File: config.mk
export PLATFORM = sky130hd
export DESIGN_NAME = pls_regs
export DESIGN_NICKNAME = d
export VERILOG_FILES = /design/src/pls_pkg.sv /design/src/pls_msg_if.sv /design/src/pls_power_msg.sv /design/src/pls_regs.sv
export SDC_FILE = /design/constraint.sdc
export NUM_CORES = 1
export LEC_CHECK = 0
export ABC_AREA = 1
export BUFFER_PORTS_ARGS = -buffer_cell sky130_fd_sc_hd__buf_2
export CAP_MARGIN = 20
export CORE_ASPECT_RATIO = 1.75
export CORE_UTILIZATION = 45
export CTS_CLUSTER_SIZE = 14
export DETAILED_ROUTE_END_ITERATION = 12
export GPL_ROUTABILITY_DRIVEN = 0
export PLACE_DENSITY = 0.79
export SKIP_CTS_REPAIR_TIMING = 1
export SLEW_MARGIN = 20
export SYNTH_ARGS = -nofsm -noshare
export SYNTH_HDL_FRONTEND = slang
export SYNTH_SLANG_ARGS = --single-unit
File: constraint.sdc
create_clock -name mclk -period 2.95 [get_ports mclk]
set_input_delay 0 -clock mclk [delete_from_list [all_inputs] [get_ports mclk]]
set_output_delay 0 -clock mclk [all_outputs]
set_load 0.02 [all_outputs]
File: src/pls_pkg.sv
// Constants for the link status and slot capability register bank.
// Assumes a single core clock and synchronous active-high reset.
package pls_pkg;
   localparam logic [11:0] PLS_LINK_STAT_OFF = 12'h0d0;
   localparam logic [11:0] PLS_SLOT_CAP_OFF  = 12'h0d4;

   // Link status fields, positions within the dword at the link offset
   localparam int PLS_SPEED_LSB  = 16;
   localparam int PLS_WIDTH_LSB  = 20;
   localparam int PLS_TERR_BIT   = 26;
   localparam int PLS_TRAIN_BIT  = 27;
   localparam int PLS_SCLK_BIT   = 28;
   localparam int PLS_DLACT_BIT  = 29;
   localparam int PLS_BWMS_BIT   = 30;
   localparam int PLS_ABWS_BIT   = 31;

   localparam logic [3:0] PLS_SPEED_2G5 = 4'h1;
   localparam logic [3:0] PLS_SPEED_5G0 = 4'h2;
   localparam logic [3:0] PLS_SPEED_RST = PLS_SPEED_5G0;
   localparam logic [5:0] PLS_WIDTH_RST = 6'h01;
   localparam logic       PLS_TRAIN_RST = 1'b1;
   localparam logic       PLS_SCLK_RST  = 1'b1;

   // Slot capability fields
   localparam int PLS_PRES_LSB   = 0;
   localparam int PLS_SURP_BIT   = 5;
   localparam int PLS_HPCAP_BIT  = 6;
   localparam int PLS_PLV_LSB    = 7;
   localparam int PLS_PLS_LSB    = 15;
   localparam int PLS_PSN_LSB    = 19;

   localparam logic [4:0]  PLS_PRES_RST  = 5'h1f;
   localparam logic        PLS_SURP_RST  = 1'b0;
   localparam logic        PLS_HPCAP_RST = 1'b1;
   localparam logic [7:0]  PLS_PLV_RST   = 8'h19;
   localparam logic [1:0]  PLS_PLS_RST   = 2'h0;
   localparam logic [12:0] PLS_PSN_RST   = 13'h0000;
endpackage

File: src/pls_msg_if.sv
// Carrier between the register bank and the power limit message generator.
// Assumes both ends sit on the same core clock.
`timescale 1ns/10ps
interface pls_msg_if;
   logic       trig;
   logic [7:0] value;
   logic [1:0] scale;

   modport src (output trig, output value, output scale);
   modport gen (input  trig, input  value, input  scale);
endinterface

File: src/pls_power_msg.sv
// Set_Slot_Power_Limit message request generator.
// Assumes the message transmitter acknowledges with a one-cycle ack.
`timescale 1ns/10ps
module pls_power_msg
   import pls_pkg::*;
(
   input  wire logic       mclk,
   input  wire logic       rst,
   pls_msg_if.gen          mif,
   input  wire logic       msg_ack,
   output logic            msg_req,
   output logic [7:0]      msg_value,
   output logic [1:0]      msg_scale
);
   logic       req_q;
   logic       req_d;
   logic [7:0] val_q;
   logic [1:0] scl_q;

   // A new write re-arms the request and refreshes the payload
   assign req_d = mif.trig | (req_q & ~msg_ack);

   always_ff @(posedge mclk) begin
      if (rst) begin
         req_q <= 1'b0;
         val_q <= PLS_PLV_RST;
         scl_q <= PLS_PLS_RST;
      end else begin
         req_q <= req_d;
         if (mif.trig) begin
            val_q <= mif.value;
            scl_q <= mif.scale;
         end
      end
   end

   assign msg_req   = req_q;
   assign msg_value = val_q;
   assign msg_scale = scl_q;
endmodule

File: src/pls_regs.sv
// Link status and slot capability register bank of one switch port.
// Assumes link, training and preload inputs come from logic on mclk.
//
// Notes on behaviour
// - Link speed is a read-only four-bit field, 0001b for 2.5 Gb/s, 0010b for 5.0 Gb/s, reset 0010b.
// - Negotiated width is a read-only six-bit field at bits 25:20 resetting to one lane.
// - Training error at bit 26 is set on a failed training and cleared on a good training to L0.
// - Training in progress at bit 27 is high while training runs, cleared at completion, resets to one.
// - Bit 28 shows use of the connector reference clock, resetting to one.
// - Bit 29 is one while the data link layer is in DL_Active, resetting to zero.
// - Slot capability bits 0 to 4 advertise the five hot-plug elements, each resetting to one.
// - Slot capability bit 6 marks hot-plug capability, resetting to one.
// - Power limit value at bits 14:7 resets to 19h; a write outside a preload requests a power limit message, merged into any request still unacknowledged.
// - Power limit scale at bits 16:15 resets to 00b; a write outside a preload requests a power limit message, merged into any request still unacknowledged.
// - Physical slot number at bits 31:19 is read-only and resets to zero.
// - Clock configuration and slot capability defaults may be replaced by a preload.
// - The slot capability register and message exist only on downstream ports.
`timescale 1ns/10ps
module pls_regs
   import pls_pkg::*;
#(
   parameter bit IS_DOWNSTREAM = 1'b1
)(
   input  wire logic        mclk,
   input  wire logic        rst,
   // Configuration access
   input  wire logic        cfg_wr,
   input  wire logic        cfg_rd,
   input  wire logic [11:0] cfg_addr,
   input  wire logic [3:0]  cfg_be,
   input  wire logic [31:0] cfg_wdata,
   output logic [31:0]      cfg_rdata,
   output logic             cfg_rvalid,
   // Link layer state
   input  wire logic        train_start,
   input  wire logic        train_done,
   input  wire logic        train_fail,
   input  wire logic [3:0]  neg_speed,
   input  wire logic [5:0]  neg_width,
   input  wire logic        dl_active,
   input  wire logic        bw_mgmt_evt,
   input  wire logic        bw_auto_evt,
   // Default preload
   input  wire logic        pre_load,
   input  wire logic        pre_sclk,
   input  wire logic [31:0] pre_slot_cap,
   // Power limit message
   input  wire logic        msg_ack,
   output logic             msg_req,
   output logic [7:0]       msg_value,
   output logic [1:0]       msg_scale
);
   ////////////////////////////////////////////////////////////////////////////
   logic [3:0]  speed_q;
   logic [5:0]  width_q;
   logic        terr_q;
   logic        train_q;
   logic        sclk_q;
   logic        dlact_q;
   logic        bwms_q;
   logic        abws_q;
   logic [4:0]  pres_q;
   logic        surp_q;
   logic        hpcap_q;
   logic [7:0]  plv_q;
   logic [7:0]  plv_d;
   logic [1:0]  plsc_q;
   logic [1:0]  plsc_d;
   logic [12:0] psn_q;
   logic [31:0] rdata_q;
   logic        rvalid_q;

   pls_msg_if mif ();

   ////////////////////////////////////////////////////////////////////////////
   // Decode
   wire         hit_link = (cfg_addr[11:2] == PLS_LINK_STAT_OFF[11:2]);
   wire         hit_slot = (cfg_addr[11:2] == PLS_SLOT_CAP_OFF[11:2]) && IS_DOWNSTREAM;
   wire         wr_link  = cfg_wr & hit_link;
   wire         wr_slot  = cfg_wr & hit_slot;
   wire [31:0]  be_mask  = {{8{cfg_be[3]}}, {8{cfg_be[2]}}, {8{cfg_be[1]}}, {8{cfg_be[0]}}};
   wire [31:0]  wmask    = cfg_wdata & be_mask;
   wire [31:0]  slot_wen = wr_slot ? be_mask : 32'h0000_0000;
   wire         plv_wr   = |slot_wen[PLS_PLV_LSB +: 8];
   wire         plsc_wr  = |slot_wen[PLS_PLS_LSB +: 2];
   wire         bwms_clr = wr_link & wmask[PLS_BWMS_BIT];
   wire         abws_clr = wr_link & wmask[PLS_ABWS_BIT];

   // Byte-wise merge of the writable power limit fields
   assign plv_d  = (plv_q & ~slot_wen[PLS_PLV_LSB +: 8])
                 | (cfg_wdata[PLS_PLV_LSB +: 8] & slot_wen[PLS_PLV_LSB +: 8]);
   assign plsc_d = (plsc_q & ~slot_wen[PLS_PLS_LSB +: 2])
                 | (cfg_wdata[PLS_PLS_LSB +: 2] & slot_wen[PLS_PLS_LSB +: 2]);

   wire [31:0]  link_word = {abws_q, bwms_q, dlact_q, sclk_q, train_q, terr_q,
                             width_q, speed_q, 16'h0000};
   wire [31:0]  slot_word = {psn_q, 2'h0, plsc_q, plv_q, hpcap_q, surp_q, pres_q};
   wire [31:0]  rd_mux    = hit_link ? link_word :
                            hit_slot ? slot_word : 32'h0000_0000;

   ////////////////////////////////////////////////////////////////////////////
   // Link status
   always_ff @(posedge mclk) begin
      if (rst) begin
         speed_q <= PLS_SPEED_RST;
         width_q <= PLS_WIDTH_RST;
         terr_q  <= 1'b0;
         train_q <= PLS_TRAIN_RST;
         dlact_q <= 1'b0;
         bwms_q  <= 1'b0;
         abws_q  <= 1'b0;
      end else begin
         if (train_done) begin
            speed_q <= neg_speed;
            width_q <= neg_width;
         end
         if (train_fail) begin
            terr_q <= 1'b1;
         end else if (train_done) begin
            terr_q <= 1'b0;
         end
         if (train_start) begin
            train_q <= 1'b1;
         end else if (train_done | train_fail) begin
            train_q <= 1'b0;
         end
         dlact_q <= dl_active;
         // Event wins over a clear in the same cycle
         bwms_q  <= bw_mgmt_evt | (bwms_q & ~bwms_clr);
         abws_q  <= bw_auto_evt | (abws_q & ~abws_clr);
      end
   end

   ////////////////////////////////////////////////////////////////////////////
   // Clock configuration and slot capability
   always_ff @(posedge mclk) begin
      if (rst) begin
         sclk_q  <= PLS_SCLK_RST;
         pres_q  <= IS_DOWNSTREAM ? PLS_PRES_RST : 5'h00;
         surp_q  <= PLS_SURP_RST;
         hpcap_q <= IS_DOWNSTREAM ? PLS_HPCAP_RST : 1'b0;
         plv_q   <= IS_DOWNSTREAM ? PLS_PLV_RST : 8'h00;
         plsc_q  <= PLS_PLS_RST;
         psn_q   <= PLS_PSN_RST;
      end else if (pre_load) begin
         sclk_q <= pre_sclk;
         if (IS_DOWNSTREAM) begin
            pres_q  <= pre_slot_cap[PLS_PRES_LSB +: 5];
            surp_q  <= pre_slot_cap[PLS_SURP_BIT];
            hpcap_q <= pre_slot_cap[PLS_HPCAP_BIT];
            plv_q   <= pre_slot_cap[PLS_PLV_LSB +: 8];
            plsc_q  <= pre_slot_cap[PLS_PLS_LSB +: 2];
            psn_q   <= pre_slot_cap[PLS_PSN_LSB +: 13];
         end
      end else begin
         plv_q  <= plv_d;
         plsc_q <= plsc_d;
      end
   end

   ////////////////////////////////////////////////////////////////////////////
   // Read answer one cycle after the strobe
   always_ff @(posedge mclk) begin
      if (rst) begin
         rdata_q  <= 32'h0000_0000;
         rvalid_q <= 1'b0;
      end else begin
         rvalid_q <= cfg_rd;
         rdata_q  <= cfg_rd ? rd_mux : 32'h0000_0000;
      end
   end

   assign cfg_rdata  = rdata_q;
   assign cfg_rvalid = rvalid_q;

   ////////////////////////////////////////////////////////////////////////////
   // Power limit message; a preload does not send one
   assign mif.trig  = (plv_wr | plsc_wr) & ~pre_load;
   assign mif.value = plv_d;
   assign mif.scale = plsc_d;

   pls_power_msg u_msg (
      .mclk      (mclk),
      .rst       (rst),
      .mif       (mif),
      .msg_ack   (msg_ack),
      .msg_req   (msg_req),
      .msg_value (msg_value),
      .msg_scale (msg_scale)
   );
endmodule

-- After elaboration in Yosys (flattened, before gate mapping)
Index checks and enable logic that the tools add are counted.
- bits in registers: 90
- latch bits: 0
- memory bits (writable): 0
- memory bits (read-only): 0
- output and inout port bits: 44
- logic and storage cells: 63
- memories kept: 0
- $add $sub $neg: 0
- multipliers: 0
- div/mod/pow operators: 0
- order comparisons: 0
- eq/ne operators: 2
- shifts and indexed selects: 0
- mux-type cells: 7
- bitwise operators: 28
- reductions and logical operators: 6
- operators with widths (kind ; number):
    2-to-1 mux 32 bit ; 2
    bitwise AND 32 bit ; 1
    equality test 10 x 6 -> 1 bit, second input constant ; 2
    2-to-1 mux 17 bit ; 1
    bitwise AND 8 bit ; 2
    bitwise AND 1 bit ; 8
    2-to-1 mux 8 bit ; 1
    inverter 8 bit ; 1
    OR 8 bit ; 1
    OR reduction 8 bit ; 1
    inverter 1 bit ; 6
    OR reduction 2 bit ; 3
    OR 1 bit ; 5
    bitwise AND 2 bit ; 2
    OR reduction 4 bit ; 1
    2-to-1 mux 1 bit ; 2
    2-to-1 mux 2 bit ; 1
    inverter 2 bit ; 1
    OR 2 bit ; 1
    nonzero test 2 bit ; 1

-- Longest topological paths before layout
- word-level depth: 7
- mapped depth: 10

-- Hierarchy
Synthesis repeated with hierarchy kept, for this count alone.
- cells, all modules: 406
- area total of the unflattened synthesis: 3251.9 sq um
- by module, submodules not included (module ; instances ; cells each ; area each (sq um) ; sequential area each (sq um)):
    pls_regs ; 1 ; 358 ; 2864.0 ; 1581.5
    pls_power_msg ; 1 ; 48 ; 387.9 ; 220.2

-- Worst setup path after synthesis
No wires, ideal clock.
- path type: input-to-reg
- start: in cfg_addr[2]
- end: reg u_msg.scl_q[0], in the netlist u_msg.msg_scale[0]
- setup time: 113 ps
- arrival: 853 ps
- required time: 2837 ps
- slack: 1984 ps
- stages: 9
- buffers on the path: 0
- cell sequence: inv_1 > nor2_4 > inv_1 > nor2_2 > nand4_1 > nand2_1 > nand3_1 > nand2_1 > nor2_1
- cells in the longest elaborated chain, start to end: 6
- elaborated cells between the ends (all ways): 11
- classes of those cells: eq/ne (1); mux (1); bitwise (7); reduce/logical (2)
- RTL lines (what ; line ; text):
    start, declared ; pls_regs.sv:29 ; input wire logic [11:0] cfg_addr,
    equality test 10 x 6 -> 1 bit (*) ; pls_regs.sv:78 ; wire hit_slot = (cfg_addr[11:2] == PLS_SLOT_CAP_OFF[11:2]) && IS_DOWNSTREAM;
    bitwise AND 1 bit (*) ; pls_regs.sv:80 ; wire wr_slot = cfg_wr & hit_slot;
    2-to-1 mux 17 bit (*) ; pls_regs.sv:83 ; wire [31:0] slot_wen = wr_slot ? be_mask : 32'h0000_0000;
    OR reduction 8 bit, or another cell as far along ; pls_regs.sv:84 ; wire plv_wr = |slot_wen[PLS_PLV_LSB +: 8];
    OR 1 bit / bitwise AND 2 bit (equally long branches) ; pls_regs.sv:178, pls_regs.sv:92 ;
    bitwise AND 1 bit / OR 2 bit (equally long branches) ; pls_regs.sv:178, pls_regs.sv:93 ;
    end signal, assigned ; pls_power_msg.sv:32 ; scl_q <= mif.scale;
    end, declared ; pls_power_msg.sv:18 ; logic [1:0] scl_q;
Mark *: on every way between the ends. The rest lies on a longest branch, timed or not.
A chain may end at the register's enable or synchronous reset.

==> run metrics <==
status=finished, violations left; failing checks=hold timing; quantity of I/O buffers inserted on ports=122; share of cells above drive strength 1=between 20% and 30%; Core Box Area=a little over 7000 sq um; initial core utilization=46.9%; clock buffer count from CTS=9; Hold Worst Slack=-0.0344 ns; Area growth, synth to finish=37.7%; Simple-Gate Fraction of Synth Area=20.3%; number of global-route vias before repair=2942; highest ir drop seen on vdd=329 uV; unrepaired setup endpoints after global routing=no; maximum level of the CTS H-tree=3; Final Max Tran Viols=0; Max-cap violations=0; part of the cycle the worst path needs=~60%; post-DP HPWL=approximately 6.3 mm; overall overflow remaining after global route=0; area share of the largest cell type after synthesis=53.2%; Cell variety after synth=24; library cell used as clock root buffer=sky130_fd_sc_hd__clkbuf_16; shortest clock period the worst path allows after layout=1.76 ns; transition time at the pin with the least slew margin=1.06 ns; cell leakage power=2.38 nW; drt first-iter violations=216; number of flip-flops and latches in the synthesized netlist=90; count of mapped cells out of synthesis=431; class of the tightest hold or removal check=in2reg; Post-Synth Adder-Cell Area=0%; number of primary I/O pins=147; count of warnings emitted by yosys=0; Data required, critical path=3.17 ns; multiplexer share of the synthesized area=0%; number of enable-type register cells in the synthesized netlist=0; least setup slack across all paths after layout=between 1 and 1.5 ns; clock tree from TritonCTS=yes; Pwr Density=538 nW/um^2; nature of the critical path endpoint=flop; crit start category=input port; cell taking the most area after synthesis=sky130_fd_sc_hd__dfxtp_1; number of antenna violations at the first check in global routing=0; setup TNS=0 ns; Worst Path Max Fanout=1; total number of vias=3401; area fraction in compound gates after synthesis=16.1%; count of TritonRoute iterations in the first routing pass=4; pin count of the biggest net entering global routing=39; wire length per cell after detailed routing=14.4 microns; clock insertion delay at the later pin of the skew report=0.34 ns; pre-CTS worst setup slack=1.26 ns; width of the chip=67.6 microns; total power after layout=2.51 mW; Clock Sink Count=90; clock tree buffer depth=2; Setup CP Type=in2reg; count of standard-cell rows=41; die extent in y=117 microns; drt via density=5.06; Worst slew margin=roughly 29%; wire length of the first global-routing pass=12.9 mm; Remaining DRCs=0; Nets=687; dominant combinational cell family by area after synthesis=simple AND/OR/NAND/NOR gates; number of failing hold endpoints at the final stage=9; clock input transition at the sequential cells of the worst setup and hold paths=~0.060 ns; mean instance size in the synthesized netlist=7.86 sq um; area of the mapped netlist=3390 sq um; worst endpoint data arrival time=1.98 ns; predominant post-synthesis flop cell=sky130_fd_sc_hd__dfxtp_1; main area contributors after synthesis=sky130_fd_sc_hd__dfxtp_1 53%, sky130_fd_sc_hd__inv_1 8.2%, sky130_fd_sc_hd__o21ai_0 6.1%, sky130_fd_sc_hd__nor2_1 5.9%, sky130_fd_sc_hd__nand2_1 5.6%; Antenna diodes=0; Final ANT Viol Nets=0; DRT Wirelength=9.69 mm; sequential-to-total area share from yosys stat=53.2%; die area=7900 sq um; proportion of synthesized flip-flops having asynchronous set or reset=0%; count of endpoints failing setup in the final report=0; overall global routing resource usage=22.5%; XOR/XNOR Fraction of Synth Area=0%; net count after synthesis=534; count of cells along the worst register-to-register path=3; Fin Clk Skew=0.00414 ns; achievable clock frequency=568 MHz; Worst Hold Path Cells=3
[cell usage after synthesis (2+ instances only)]
master	count
sky130_fd_sc_hd__o22ai_1	9
sky130_fd_sc_hd__nand4_1	9
sky130_fd_sc_hd__a21o_1	5
sky130_fd_sc_hd__nand3_2	3
sky130_fd_sc_hd__o21ai_0	41
sky130_fd_sc_hd__nand2_1	51
sky130_fd_sc_hd__a21oi_1	33
sky130_fd_sc_hd__nor2_1	53
sky130_fd_sc_hd__clkbuf_1	14
sky130_fd_sc_hd__o31ai_1	3
sky130_fd_sc_hd__inv_1	74
sky130_fd_sc_hd__nand2_2	2
sky130_fd_sc_hd__nor2_4	4
sky130_fd_sc_hd__nor2_2	6
sky130_fd_sc_hd__dfxtp_1	90
sky130_fd_sc_hd__nand3_1	22
sky130_fd_sc_hd__buf_2	5
[per-stage QoR]
step	cell area (sq um)	hold slack, ns	instances	util, %
after CTS	4290	-0.159	634	59.2
after floorplan	3390	0.0955	431	-
final	4670	-0.0344	672	64.5
after global placement	4040	0.184	621	55.8
after detailed placement	4040	0.189	621	55.8
after global routing	4670	0.00223	672	64.5
[area by class of cell]
cell class                 instances  area [sq um]
clock buffer                       9           225
clock inverter                     4          22.5
fill                             625          2570
inverter                          74           278
multi-input combinational        248          1230
sequential                        90          1800
tap                               86           108
timing repair buffer             161           998
[cells by family (layout without fill, tap and decap cells)]
family	after synthesis	in the layout
flops	90	90
simple gates	151	151
buf+inv	93	248
compound gates	97	97
[worst max-delay path: stages]
cell	delay, ns
sky130_fd_sc_hd__dlygate4sd3_1	0.55
sky130_fd_sc_hd__buf_2	0.13
sky130_fd_sc_hd__a21oi_1	0.12
sky130_fd_sc_hd__dlygate4sd3_1	0.55
sky130_fd_sc_hd__o21ai_0	0.07
sky130_fd_sc_hd__dlygate4sd3_1	0.56
[worst paths after layout]
| kind | slack, ns | from | endpoint |
|---|---|---|---|
| max reg2reg | 1.74 | train_q | train_q |
| min reg2reg | 0.43 | hpcap_q | cfg_rdata[6] |
| min | -0.03 | pre_slot_cap[5] | surp_q |
| max | 1.19 | neg_width[0] | width_q[0] |
[per-layer routing]
metal	track usage [%]	routed length (microns)	vias to the layer above
met1	22.4	3550	1530
met5	0	0	-
met4	16.7	482	0
li1	-	-	1676
met2	39.6	5160	158
met3	4.55	497	37
[placed cells by master (no fill, tap or decap)]
cell / instances
sky130_fd_sc_hd__nand3_1: 22
sky130_fd_sc_hd__o31ai_1: 3
sky130_fd_sc_hd__o211ai_1: 1
sky130_fd_sc_hd__o31ai_2: 1
sky130_fd_sc_hd__o311ai_2: 1
sky130_fd_sc_hd__dfxtp_1: 90
sky130_fd_sc_hd__nor2_2: 6
sky130_fd_sc_hd__nor2_1: 53
sky130_fd_sc_hd__a21o_1: 5
sky130_fd_sc_hd__clkbuf_16: 9
sky130_fd_sc_hd__o2111ai_1: 1
sky130_fd_sc_hd__clkinvlp_4: 1
sky130_fd_sc_hd__o21ai_1: 1
sky130_fd_sc_hd__dlygate4sd3_1: 38
sky130_fd_sc_hd__o311ai_0: 1
sky130_fd_sc_hd__nor2_4: 4
sky130_fd_sc_hd__inv_1: 74
sky130_fd_sc_hd__nand2_2: 2
sky130_fd_sc_hd__clkinv_2: 3
sky130_fd_sc_hd__nand2_1: 51
sky130_fd_sc_hd__buf_2: 122
sky130_fd_sc_hd__nor3_1: 1
sky130_fd_sc_hd__nand4_1: 9
sky130_fd_sc_hd__buf_4: 1
sky130_fd_sc_hd__nand3_2: 3
sky130_fd_sc_hd__a21oi_1: 33
sky130_fd_sc_hd__o21ai_0: 41
sky130_fd_sc_hd__o22ai_1: 9
[sequential cells by signal, summed over array words and instances (netlist names), 2 cells and up]
register	flops
width_q	6
plsc_q	2
cfg_rdata	32
u_msg.msg_value	8
speed_q	4
u_msg.msg_scale	2
pres_q	5
plv_q	8
psn_q	13
[power by group]
group	total (mW)	internal [mW]	switching [mW]
logic	0.248	0.112	0.136
registers	1.28	1.26	0.0154
clock network	0.989	0.551	0.438
(Power assumes the default switching activity.)
